`src/cft_defines.svh`:
```
// register offsets, field positions, reset values and counts of the
// clamp flag and temperature channel block
// assumes a 32-bit apb slave with byte addresses in the low 8 bits
`ifndef CFT_DEFINES_SVH
`define CFT_DEFINES_SVH

`define CFT_N_INPUTS       16
`define CFT_ADDR_W         8
`define CFT_OFF_CLAMP_LOW  8'h00
`define CFT_OFF_CLAMP_HIGH 8'h04
`define CFT_OFF_STATUS     8'h08
`define CFT_OFF_REF_CTRL   8'h0c
`define CFT_OFF_TEMP_CTRL  8'h10
`define CFT_OFF_CONFIG     8'h14
`define CFT_OFF_IRQ_STATUS 8'h18
`define CFT_OFF_IRQ_MASK   8'h1c

`define CFT_STATUS_ANY_BIT    0
`define CFT_STATUS_COM_BIT    1
`define CFT_REF_OVSEL_BIT     0
`define CFT_TEMP_EN_BIT       0
`define CFT_CFG_ALERT_THR_BIT 0
`define CFT_CFG_MODE_LSB      1
`define CFT_CFG_HIZ_BIT       3
`define CFT_CFG_UNI_BIT       4
`define CFT_CFG_OSR_LSB       8

`define CFT_REF_CTRL_RST   1'b0
`define CFT_TEMP_CTRL_RST  1'b0
`define CFT_CONFIG_RST     13'h0000
`define CFT_IRQ_W          3
`define CFT_IRQ_CLAMP_BIT  0
`define CFT_IRQ_COM_BIT    1
`define CFT_IRQ_TEMP_BIT   2

`define CFT_CMD_BITS       5
`define CFT_TEMP_CODE      5'h0f
`define CFT_OSR_ONE        4'h0
`define CFT_SIGN_FLIP      16'h8000

`endif

```
`src/cft_pkg.sv`:
```
// types shared by the clamp flag and temperature channel block
// assumes the defines header is compiled alongside
package cft_pkg;

	// sequencing modes of the converter
	typedef enum logic [1:0] {
		CFT_MODE_STD = 2'b00,
		CFT_MODE_ADV = 2'b01,
		CFT_MODE_TWO = 2'b10,
		CFT_MODE_ONE = 2'b11
	} cft_mode_t;

	// temperature insertion machine, one-hot
	typedef enum logic [1:0] {
		CFT_FSM_IDLE = 2'b01,
		CFT_FSM_PEND = 2'b10
	} cft_fsm_t;

	// apb request from the master
	typedef struct packed {
		logic        psel;
		logic        penable;
		logic        pwrite;
		logic [7:0]  paddr;
		logic [31:0] pwdata;
	} cft_apb_req_t;

	// conversion descriptor handed to the converter core
	typedef struct packed {
		logic       temp;
		logic [3:0] chan;
		logic       hiz;
		logic [3:0] oversampling_ratio;
		logic       unipolar;
		logic       neg_reference_ground;
		logic       thresh_en;
	} cft_conv_t;

endpackage

```
`src/cft_sync.sv`:
```
// two flip-flop synchroniser for a vector of asynchronous levels
// assumes each bit is an independent level from outside this clock
`timescale 1ns/1ps
module cft_sync #(
	parameter int W = 1
) (
	input  wire logic         clock,
	input  wire logic         reset,
	input  wire logic [W-1:0] async_in,
	output logic      [W-1:0] sync_out
);

	logic [W-1:0] meta_r;

	// first stage feeds only the second
	always_ff @(posedge clock or posedge reset) begin
		if (reset) begin
			meta_r   <= '0;
			sync_out <= '0;
		end else begin
			meta_r   <= async_in;
			sync_out <= meta_r;
		end
	end

endmodule

```
`src/cft_top.sv`:
```
// clamp flags, overvoltage alert and temperature channel control
// Summary of operation
// live flag per input clamp, sixteen inputs
// sticky any-clamp flag, cleared by quiet read
// live common-input clamp flag, not sticky
// host reads current clamp states in clamp and status registers
// alert summary is or of input flags
// option adds threshold alert to summary
// current select bit zero enables reduced mode
// sequencers append temperature after last channel
// serial code 0x0f selects temperature channel
// temperature forces high-z and ratio one
// no threshold alerts for temperature results
// temperature uses ground negative side, unipolar
// unipolar results are straight binary codes
// clamp comparators synchronised before any use
// assumes apb master on clock; clamp, serial pins asynchronous
//
// Decided for this implementation: the address map and the APB slave port.
`timescale 1ns/1ps
`include "cft_defines.svh"
module cft_top
	import cft_pkg::*;
(
	input  wire logic                       clock,
	input  wire logic                       reset,
	input  wire cft_apb_req_t               apb_req,
	output logic                            pready,
	output logic [31:0]                     prdata,
	output logic                            pslverr,
	input  wire logic [`CFT_N_INPUTS-1:0]   clamp_in,
	input  wire logic                       common_clamp_in,
	input  wire logic                       sclk,
	input  wire logic                       sdi,
	input  wire logic                       cs_n,
	input  wire logic                       seq_end,
	input  wire logic                       conv_request,
	input  wire logic [3:0]                 seq_chan,
	input  wire logic                       thresh_alert_in,
	input  wire logic                       result_valid_in,
	input  wire logic [15:0]                result_raw,
	output logic [`CFT_N_INPUTS-1:0]        input_clamp_active,
	output logic                            common_input_clamp_active,
	output logic                            overvoltage_alert_summary,
	output logic                            thresh_alert_out,
	output logic                            ov_reduced_mode,
	output cft_conv_t                       conv,
	output logic                            conv_valid,
	output logic [15:0]                     result_code,
	output logic                            result_valid,
	output logic                            irq
);

	localparam int NSYNC = `CFT_N_INPUTS + 4;

	// whole block state
	typedef struct packed {
		logic                     sclk_d;
		logic [`CFT_CMD_BITS-1:0] shift;
		logic [2:0]               bitcnt;
		logic [3:0]               cmd_chan;
		logic                     cmd_temp;
		logic                     sticky;
		logic                     ovsel;
		logic                     temp_en;
		logic [12:0]              cfg;
		logic [`CFT_IRQ_W-1:0]    irq_st;
		logic [`CFT_IRQ_W-1:0]    irq_mask;
		logic [31:0]              rdata;
		cft_fsm_t                 fsm;
		cft_conv_t                conv;
		logic                     conv_valid;
		logic                     cur_temp;
		logic                     any_d;
		logic                     com_d;
		logic [15:0]              result;
		logic                     result_valid;
		logic                     alert;
		logic                     thr_alert;
	} cft_state_t;

	cft_state_t  st_r;
	cft_state_t  st_nxt;

	logic [NSYNC-1:0]         sync_in;
	logic [NSYNC-1:0]         sync_out;
	logic [`CFT_N_INPUTS-1:0] clamp_s;
	logic                     com_s;
	logic                     sclk_s;
	logic                     sdi_s;
	logic                     cs_n_s;
	logic                     any_clamp;
	logic                     setup_ph;
	logic                     access_ph;
	logic                     wr_en;
	logic                     rd_en;
	logic                     mapped;
	logic [31:0]              rd_mux;
	logic [`CFT_CMD_BITS-1:0] code_full;
	logic                     sclk_rise;
	cft_mode_t                mode;
	cft_conv_t                desc;
	logic                     temp_pick;

	// every pin from outside the clock domain passes two flops
	assign sync_in = {cs_n, sdi, sclk, common_clamp_in, clamp_in};
	cft_sync #(
		.W        (NSYNC)
	) u_sync (
		.clock    (clock),
		.reset    (reset),
		.async_in (sync_in),
		.sync_out (sync_out)
	);
	assign clamp_s = sync_out[`CFT_N_INPUTS-1:0];
	assign com_s   = sync_out[`CFT_N_INPUTS];
	assign sclk_s  = sync_out[`CFT_N_INPUTS+1];
	assign sdi_s   = sync_out[`CFT_N_INPUTS+2];
	assign cs_n_s  = sync_out[`CFT_N_INPUTS+3];

	// live flags straight from the synchronised comparators
	assign input_clamp_active        = clamp_s;
	assign common_input_clamp_active = com_s;
	assign any_clamp                 = |clamp_s;

	// apb phases; the slave never inserts wait states
	assign setup_ph  = apb_req.psel & ~apb_req.penable;
	assign access_ph = apb_req.psel & apb_req.penable;
	assign wr_en     = access_ph & apb_req.pwrite;
	assign rd_en     = access_ph & ~apb_req.pwrite;
	assign pready    = access_ph;
	assign pslverr   = access_ph & ~mapped;
	assign prdata    = st_r.rdata;

	// configuration fields
	assign mode            = cft_mode_t'(st_r.cfg[`CFT_CFG_MODE_LSB +: 2]);
	assign ov_reduced_mode = ~st_r.ovsel;

	// read decode, clamp states always current
	always_comb begin
		mapped = 1'b1;
		rd_mux = 32'h0000_0000;
		case (apb_req.paddr)
			`CFT_OFF_CLAMP_LOW:  rd_mux = {24'h000000, clamp_s[7:0]};
			`CFT_OFF_CLAMP_HIGH: rd_mux = {24'h000000, clamp_s[15:8]};
			`CFT_OFF_STATUS:     rd_mux = {30'h0000_0000, com_s,
			                               st_r.sticky};
			`CFT_OFF_REF_CTRL:   rd_mux = {31'h0000_0000, st_r.ovsel};
			`CFT_OFF_TEMP_CTRL:  rd_mux = {31'h0000_0000, st_r.temp_en};
			`CFT_OFF_CONFIG:     rd_mux = {19'h00000, st_r.cfg};
			`CFT_OFF_IRQ_STATUS: rd_mux = {29'h0000_0000, st_r.irq_st};
			`CFT_OFF_IRQ_MASK:   rd_mux = {29'h0000_0000, st_r.irq_mask};
			default: begin
				mapped = 1'b0;
				rd_mux = 32'h0000_0000;
			end
		endcase
	end

	// code as it stands once the fifth bit arrives
	assign code_full = {st_r.shift[`CFT_CMD_BITS-2:0], sdi_s};
	assign sclk_rise = sclk_s & ~st_r.sclk_d;

	// pick the next conversion: pending temperature or command temp
	always_comb begin
		temp_pick = 1'b0;
		if (mode == CFT_MODE_STD || mode == CFT_MODE_ADV) begin
			temp_pick = (st_r.fsm == CFT_FSM_PEND);
		end else begin
			temp_pick = st_r.cmd_temp;
		end
	end

	// build the conversion descriptor
	always_comb begin
		desc            = '0;
		desc.chan       = (mode == CFT_MODE_STD || mode == CFT_MODE_ADV) ?
		                  seq_chan : st_r.cmd_chan;
		desc.hiz        = st_r.cfg[`CFT_CFG_HIZ_BIT];
		desc.oversampling_ratio        = st_r.cfg[`CFT_CFG_OSR_LSB +: 4];
		desc.unipolar   = st_r.cfg[`CFT_CFG_UNI_BIT];
		desc.thresh_en  = 1'b1;
		desc.neg_reference_ground = 1'b0;
		if (temp_pick) begin
			desc.temp       = 1'b1;
			desc.chan       = 4'h0;
			desc.hiz        = 1'b1;
			desc.oversampling_ratio        = `CFT_OSR_ONE;
			desc.unipolar   = 1'b1;
			desc.neg_reference_ground = 1'b1;
			desc.thresh_en  = 1'b0;
		end
	end

	// next state of the whole block
	always_comb begin
		st_nxt              = st_r;
		st_nxt.conv_valid   = 1'b0;
		st_nxt.result_valid = 1'b0;
		st_nxt.any_d        = any_clamp;
		st_nxt.com_d        = com_s;
		st_nxt.sclk_d       = sclk_s;

		// read data captured in setup so prdata is a flop
		if (setup_ph) begin
			st_nxt.rdata = rd_mux;
		end

		// sticky flag: clamp activity wins over the clearing read
		if (any_clamp) begin
			st_nxt.sticky = 1'b1;
		end else if (rd_en && apb_req.paddr == `CFT_OFF_STATUS) begin
			st_nxt.sticky = 1'b0;
		end

		// register writes
		if (wr_en) begin
			case (apb_req.paddr)
				`CFT_OFF_REF_CTRL:
					st_nxt.ovsel = apb_req.pwdata[`CFT_REF_OVSEL_BIT];
				`CFT_OFF_TEMP_CTRL:
					st_nxt.temp_en = apb_req.pwdata[`CFT_TEMP_EN_BIT];
				`CFT_OFF_CONFIG:
					st_nxt.cfg = apb_req.pwdata[12:0];
				`CFT_OFF_IRQ_STATUS:
					st_nxt.irq_st = st_r.irq_st &
					                ~apb_req.pwdata[`CFT_IRQ_W-1:0];
				`CFT_OFF_IRQ_MASK:
					st_nxt.irq_mask = apb_req.pwdata[`CFT_IRQ_W-1:0];
				default: begin
					st_nxt.ovsel = st_r.ovsel;
				end
			endcase
		end

		// serial command: five rising edges carry the channel code
		if (cs_n_s) begin
			st_nxt.bitcnt = 3'd0;
			st_nxt.shift  = '0;
		end else if (sclk_rise && st_r.bitcnt < 3'(`CFT_CMD_BITS)) begin
			st_nxt.shift  = code_full;
			st_nxt.bitcnt = st_r.bitcnt + 3'd1;
			if (st_r.bitcnt == 3'(`CFT_CMD_BITS - 1)) begin
				st_nxt.cmd_temp = (code_full == `CFT_TEMP_CODE);
				st_nxt.cmd_chan = code_full[3:0];
			end
		end

		// temperature insertion after the last sequenced channel
		case (st_r.fsm)
			CFT_FSM_IDLE: begin
				if (seq_end && st_r.temp_en &&
				    (mode == CFT_MODE_STD || mode == CFT_MODE_ADV)) begin
					st_nxt.fsm = CFT_FSM_PEND;
				end
			end
			CFT_FSM_PEND: begin
				if (conv_request) begin
					st_nxt.fsm = CFT_FSM_IDLE;
				end
			end
			default: begin
				st_nxt.fsm = CFT_FSM_IDLE;
			end
		endcase

		// issue a descriptor on each core request
		if (conv_request) begin
			st_nxt.conv       = desc;
			st_nxt.conv_valid = 1'b1;
			st_nxt.cur_temp   = desc.temp;
		end

		// result formatting
		if (result_valid_in) begin
			st_nxt.result_valid = 1'b1;
			if (st_r.conv.unipolar) begin
				st_nxt.result = result_raw;
			end else begin
				st_nxt.result = result_raw ^ `CFT_SIGN_FLIP;
			end
		end

		// alert summary and threshold pass-through
		st_nxt.thr_alert = thresh_alert_in & ~st_r.cur_temp;
		st_nxt.alert     = any_clamp;
		if (st_r.cfg[`CFT_CFG_ALERT_THR_BIT]) begin
			st_nxt.alert = any_clamp |
			               (thresh_alert_in & ~st_r.cur_temp);
		end

		// interrupt events set their bits over any clear
		if (any_clamp && !st_r.any_d) begin
			st_nxt.irq_st[`CFT_IRQ_CLAMP_BIT] = 1'b1;
		end
		if (com_s && !st_r.com_d) begin
			st_nxt.irq_st[`CFT_IRQ_COM_BIT] = 1'b1;
		end
		if (conv_request && desc.temp) begin
			st_nxt.irq_st[`CFT_IRQ_TEMP_BIT] = 1'b1;
		end

		// command temp selection holds until the next command; a request clears it only while cs_n stays low after all five bits
		if (conv_request && (mode == CFT_MODE_TWO || mode == CFT_MODE_ONE)) begin
			st_nxt.cmd_temp = st_r.cmd_temp &
			                  ~(st_r.bitcnt == 3'(`CFT_CMD_BITS));
		end
	end

	// register the whole state
	always_ff @(posedge clock or posedge reset) begin
		if (reset) begin
			st_r          <= '0;
			st_r.ovsel    <= `CFT_REF_CTRL_RST;
			st_r.temp_en  <= `CFT_TEMP_CTRL_RST;
			st_r.cfg      <= `CFT_CONFIG_RST;
			st_r.fsm      <= CFT_FSM_IDLE;
		end else begin
			st_r <= st_nxt;
		end
	end

	// outputs from state
	assign conv                      = st_r.conv;
	assign conv_valid                = st_r.conv_valid;
	assign result_code               = st_r.result;
	assign result_valid              = st_r.result_valid;
	assign overvoltage_alert_summary = st_r.alert;
	assign thresh_alert_out          = st_r.thr_alert;
	assign irq                       = |(st_r.irq_st & st_r.irq_mask);

endmodule

```
`config.mk`:
```
export PLATFORM = sky130hd
export DESIGN_NAME = cft_top
export DESIGN_NICKNAME = d
export VERILOG_FILES = /design/src/cft_pkg.sv /design/src/cft_sync.sv /design/src/cft_top.sv
export VERILOG_INCLUDE_DIRS = /design/src /design/src/src
export SDC_FILE = /design/constraint.sdc
export NUM_CORES = 1
export LEC_CHECK = 0
export BUFFER_PORTS_ARGS = -buffer_cell sky130_fd_sc_hd__buf_2
export CELL_PAD_IN_SITES_DETAIL_PLACEMENT = 0
export CELL_PAD_IN_SITES_GLOBAL_PLACEMENT = 1
export CORE_MARGIN = 2
export CORE_UTILIZATION = 39
export DETAILED_ROUTE_END_ITERATION = 8
export PLACE_DENSITY = 0.84
export SKIP_LAST_GASP = 1
export SYNTH_ARGS = -nofsm -noshare
export SYNTH_HDL_FRONTEND = slang
export SYNTH_SLANG_ARGS = --single-unit
```
`constraint.sdc`:
```
create_clock -name clock -period 4 [get_ports clock]
set_input_delay 0.4 -clock clock [delete_from_list [all_inputs] [get_ports clock]]
set_output_delay 0.4 -clock clock [all_outputs]
set_load 0.02 [all_outputs]
```
==> results.md <==
* Critical Path End Type: register
* DR iter-0 viols at 203
* Worst hold start: sclk
* Global route overflow at 0
* Slew HR at around a fifth
* CP Cell Sequence: o21ai_1 -> o22ai_1
* Synth Area in Adders at 0.7014%
* I/O Buffers at 136
* R2R cell count at 2
* Min-Delay Path Class: input pin to register
* Slew @ Worst Pin at 1.176 ns
* Critical Path Max Stage Delay at ~0.99 ns
* Synth Area in Compound Gates at 6.056%
* Layout overhead on the synthesized area at 17.02%
* Initial Utilization at between 40% and 50%
* Initial antenna violation count at 1
* Worst hold endpoint: u_sync.meta_r[17]
* Power Dens Cells at 486.6 nW/um^2
* Slew Viols, Final at 0
* Crit path kind: register to register
* Synthesis Warnings at 0
* DR vias at ~3400
* Die width at 121.1 um
* Core Rows at 42
* Internal Power at 2344 uW
* Final Setup Violations at 0
* Sequential fraction of the synthesis area at around three fifths
* P_leak at 0.003122 uW
* Post-cts resize count at 0
* Worst flop-to-flop path endpoint: conv[6]
* Worst EP required at 4.22 ns
* Sw Pwr at approximately 700 uW
* EDFF count, synth at 0
* Top post-synthesis cells by area: dfrtp_1, buf_4, mux2_2
* Placed Area at 5688 sq um
* R2r setup slk at 2.03 ns
* Main combinational cell family by area after synthesis: buffers and inverters
* WHS at 0.09614 ns
* Share of layout cells above drive strength 1 at 41.41%
* Die H at about 120 um
* DP Cell Count at between 600 and 700
* Hold-fix buffers at CTS at 0
* Pre-antenna DRT Iters at 6
* Top cell type by total area after synthesis: dfrtp_1
* Largest net degree at the start of global routing at 62
* Arrival time worst endpoint at between 2 and 2.5 ns
* Ys async rst share at between 90% and 100%
* Minimum clock period at between 1.5 and 2 ns
* Worst-path clk slew at about 0.050 ns
* H-Tree Level Count at 4
* Vias in the first global route at between 3000 and 4000
* Status: finished clean
* Comb power frac at 8.1%
* Design area at roughly 6300 sq um
* Max Fclk at 0.5087 GHz
* Clock share of power at 47.8%
* DRC at 0
* Clk root buf: clkbuf_16
* Overall power at 3047 uW
* Ys flop type: dfrtp_1
* Setup crit start kind: register
* Worst Skew at 0.01054 ns
* Seq cells post-synth at 124
* Core area at 13350 sq um
* Synth Area in XOR/XNOR at less than 1%
* Critical path's slowest cell: o21ai_1
* Mux contribution to synthesized area at between 10% and 20%
* Mapped cell area at roughly 5400 sq um
* CTS buffer count at 17
* RSZ-0062 raised after global routing: false
* Switch share at between 20% and 30%
* Worst-Skew Late Latency at 0.41 ns
* Total Routing Usage GR at 16.43%
* Wire per inst at 16.35 um
* DRT antenna net count at 0
* Io pins at 175
* Fin cells at 701
* Clock tree sinks at 124
* First-pass GRT wire length at 17.97 mm
* Reg2reg start: mode[1]
* Max Cap Viol at 0
* Via density at a little under 5
* Setup bufs post-CTS at 0
* Syn Area/Cell at 12.45 sq um
* Share of power burned in registers at 44.1%
* Simple-Gate Fraction of Synth Area at around 8.8%
* Worst Hold Path Cells at 1
* Synth top area share at 57.52%
* Setup TNS at 0 ns
* HPWL after detailed placement at around 8.4 mm
* Max VDD drop at approximately 0.30 mV
* Fin. Hold Viols at 0
* Post-Syn Instances at 430
* Crit-path max FO at 13
* TritonCTS clock tree: built
* Die ar. at about 15000 sq um
* Clk buf depth at 2
* Gpl congestion at 0.8095
* WL final at about 11 mm
* Fin crit share at 49.14%
* Yosys cell types at 50
* Layout Nets at 605
[per-stage QoR]
step | utilization (%) | setup WS, ns
2_1_floorplan | - | 0.3024
3_3_place_gp | 42.61 | 1.710
3_5_place_dp | 42.61 | 1.669
4_1_cts | 46.90 | 1.986
5_1_grt | 46.90 | 1.874
6_report | 46.92 | 2.034
[cell type report]
type	count	area (sq um)
Timing Repair Buffer	138	695.7
Multi-Input combinational cell	214	1598
Antenna cell	1	2.502
Clock inverter	6	60.06
Clock buffer	24	511.7
Fill cell	1197	7086
Inverter	18	70.07
Tap cell	176	220.2
Sequential cell	124	3104
[metal layers]
layer	vias up	GRT usage, %	part of all wire (%)
li1	1554	-	-
met1	1704	20.14	42
met2	130	26.02	49
met3	13	7.378	8.1
met4	0	5.172	0.85
met5	-	0	0
[cells in the mapped netlist (2+ instances only)]
cell / instances
dfrtp_1: 123
buf_4: 77
mux2_2: 32
nand2_1: 29
inv_1: 18
nand3_1: 12
clkbuf_1: 11
mux2i_1: 11
mux2_4: 10
nor2_1: 10
a21oi_1: 9
a22o_1: 8
o22ai_1: 8
nor4_1: 7
nand4_1: 6
nor2b_1: 5
o21ai_0: 5
ha_1: 3
nand2b_1: 3
nor4b_1: 3
o211ai_1: 3
a21o_1: 2
a22oi_1: 2
and3_1: 2
buf_1: 2
buf_6: 2
mux4_2: 2
or3_1: 2
xnor2_1: 2
[cells in the final DEF, fill, tap and decap left out, types with 9 or more instances in the layout]
| master | n |
|---|---|
| a21oi_1 | 9 |
| dfrtp_1 | 123 |
| inv_1 | 17 |
| nor2_1 | 10 |
| mux2_4 | 10 |
| mux2_2 | 32 |
| nand3_1 | 12 |
| nand2_1 | 29 |
| buf_2 | 136 |
| mux2i_1 | 11 |
| conb_1 | 19 |
| clkbuf_16 | 17 |
[critical path, delay by kind of cell (launching register included)]
family | cells | cell delay, ns
AOI/OAI and AO/OA | 2 | 1.22
DFF | 1 | 0.55
[kinds of logic (layout without fill, tap and decap cells)]
kind of cell,Yosys count,count (layout)
AO/OA/AOI/OAI,47,47
multiplexers,55,55
AND/OR/NAND/NOR,87,87
adder cells (fa/ha/maj),3,3
other,1,20
XOR/XNOR,3,3
buffers and inverters,110,186
flip-flops,124,124
[worst max path at each step]
stage / start / cells after the start / to
floorplan: reset / 1 / code_full[1]
CTS: mode[1] / 2 / conv[6]
global route: mode[1] / 2 / conv[6]
detailed placement: apb_req[36] / 5 / mode[1]
finish: mode[1] / 2 / conv[6]
global placement: apb_req[36] / 5 / st_r[84]
[power groups by stage]
stage	clock network [uW]	logic (uW)	registers (uW)
finish	1460	248	1340
floorplan	0	215	1350
CTS	1490	252	1340
global placement	0	246	1360
global route	1560	272	1350
detailed placement	0	252	1360
[registers in the layout, summed over array words and instances (netlist names)]
signal / count
code_full: 4
conv: 12
conv_valid: 1
mode: 2
overvoltage_alert_summary: 1
prdata: 13
result_code: 16
result_valid: 1
st_r: 33
thresh_alert_out: 1
u_sync.meta_r: 20
u_sync.sync_out: 20
Power figures use the tool's default switching activity.
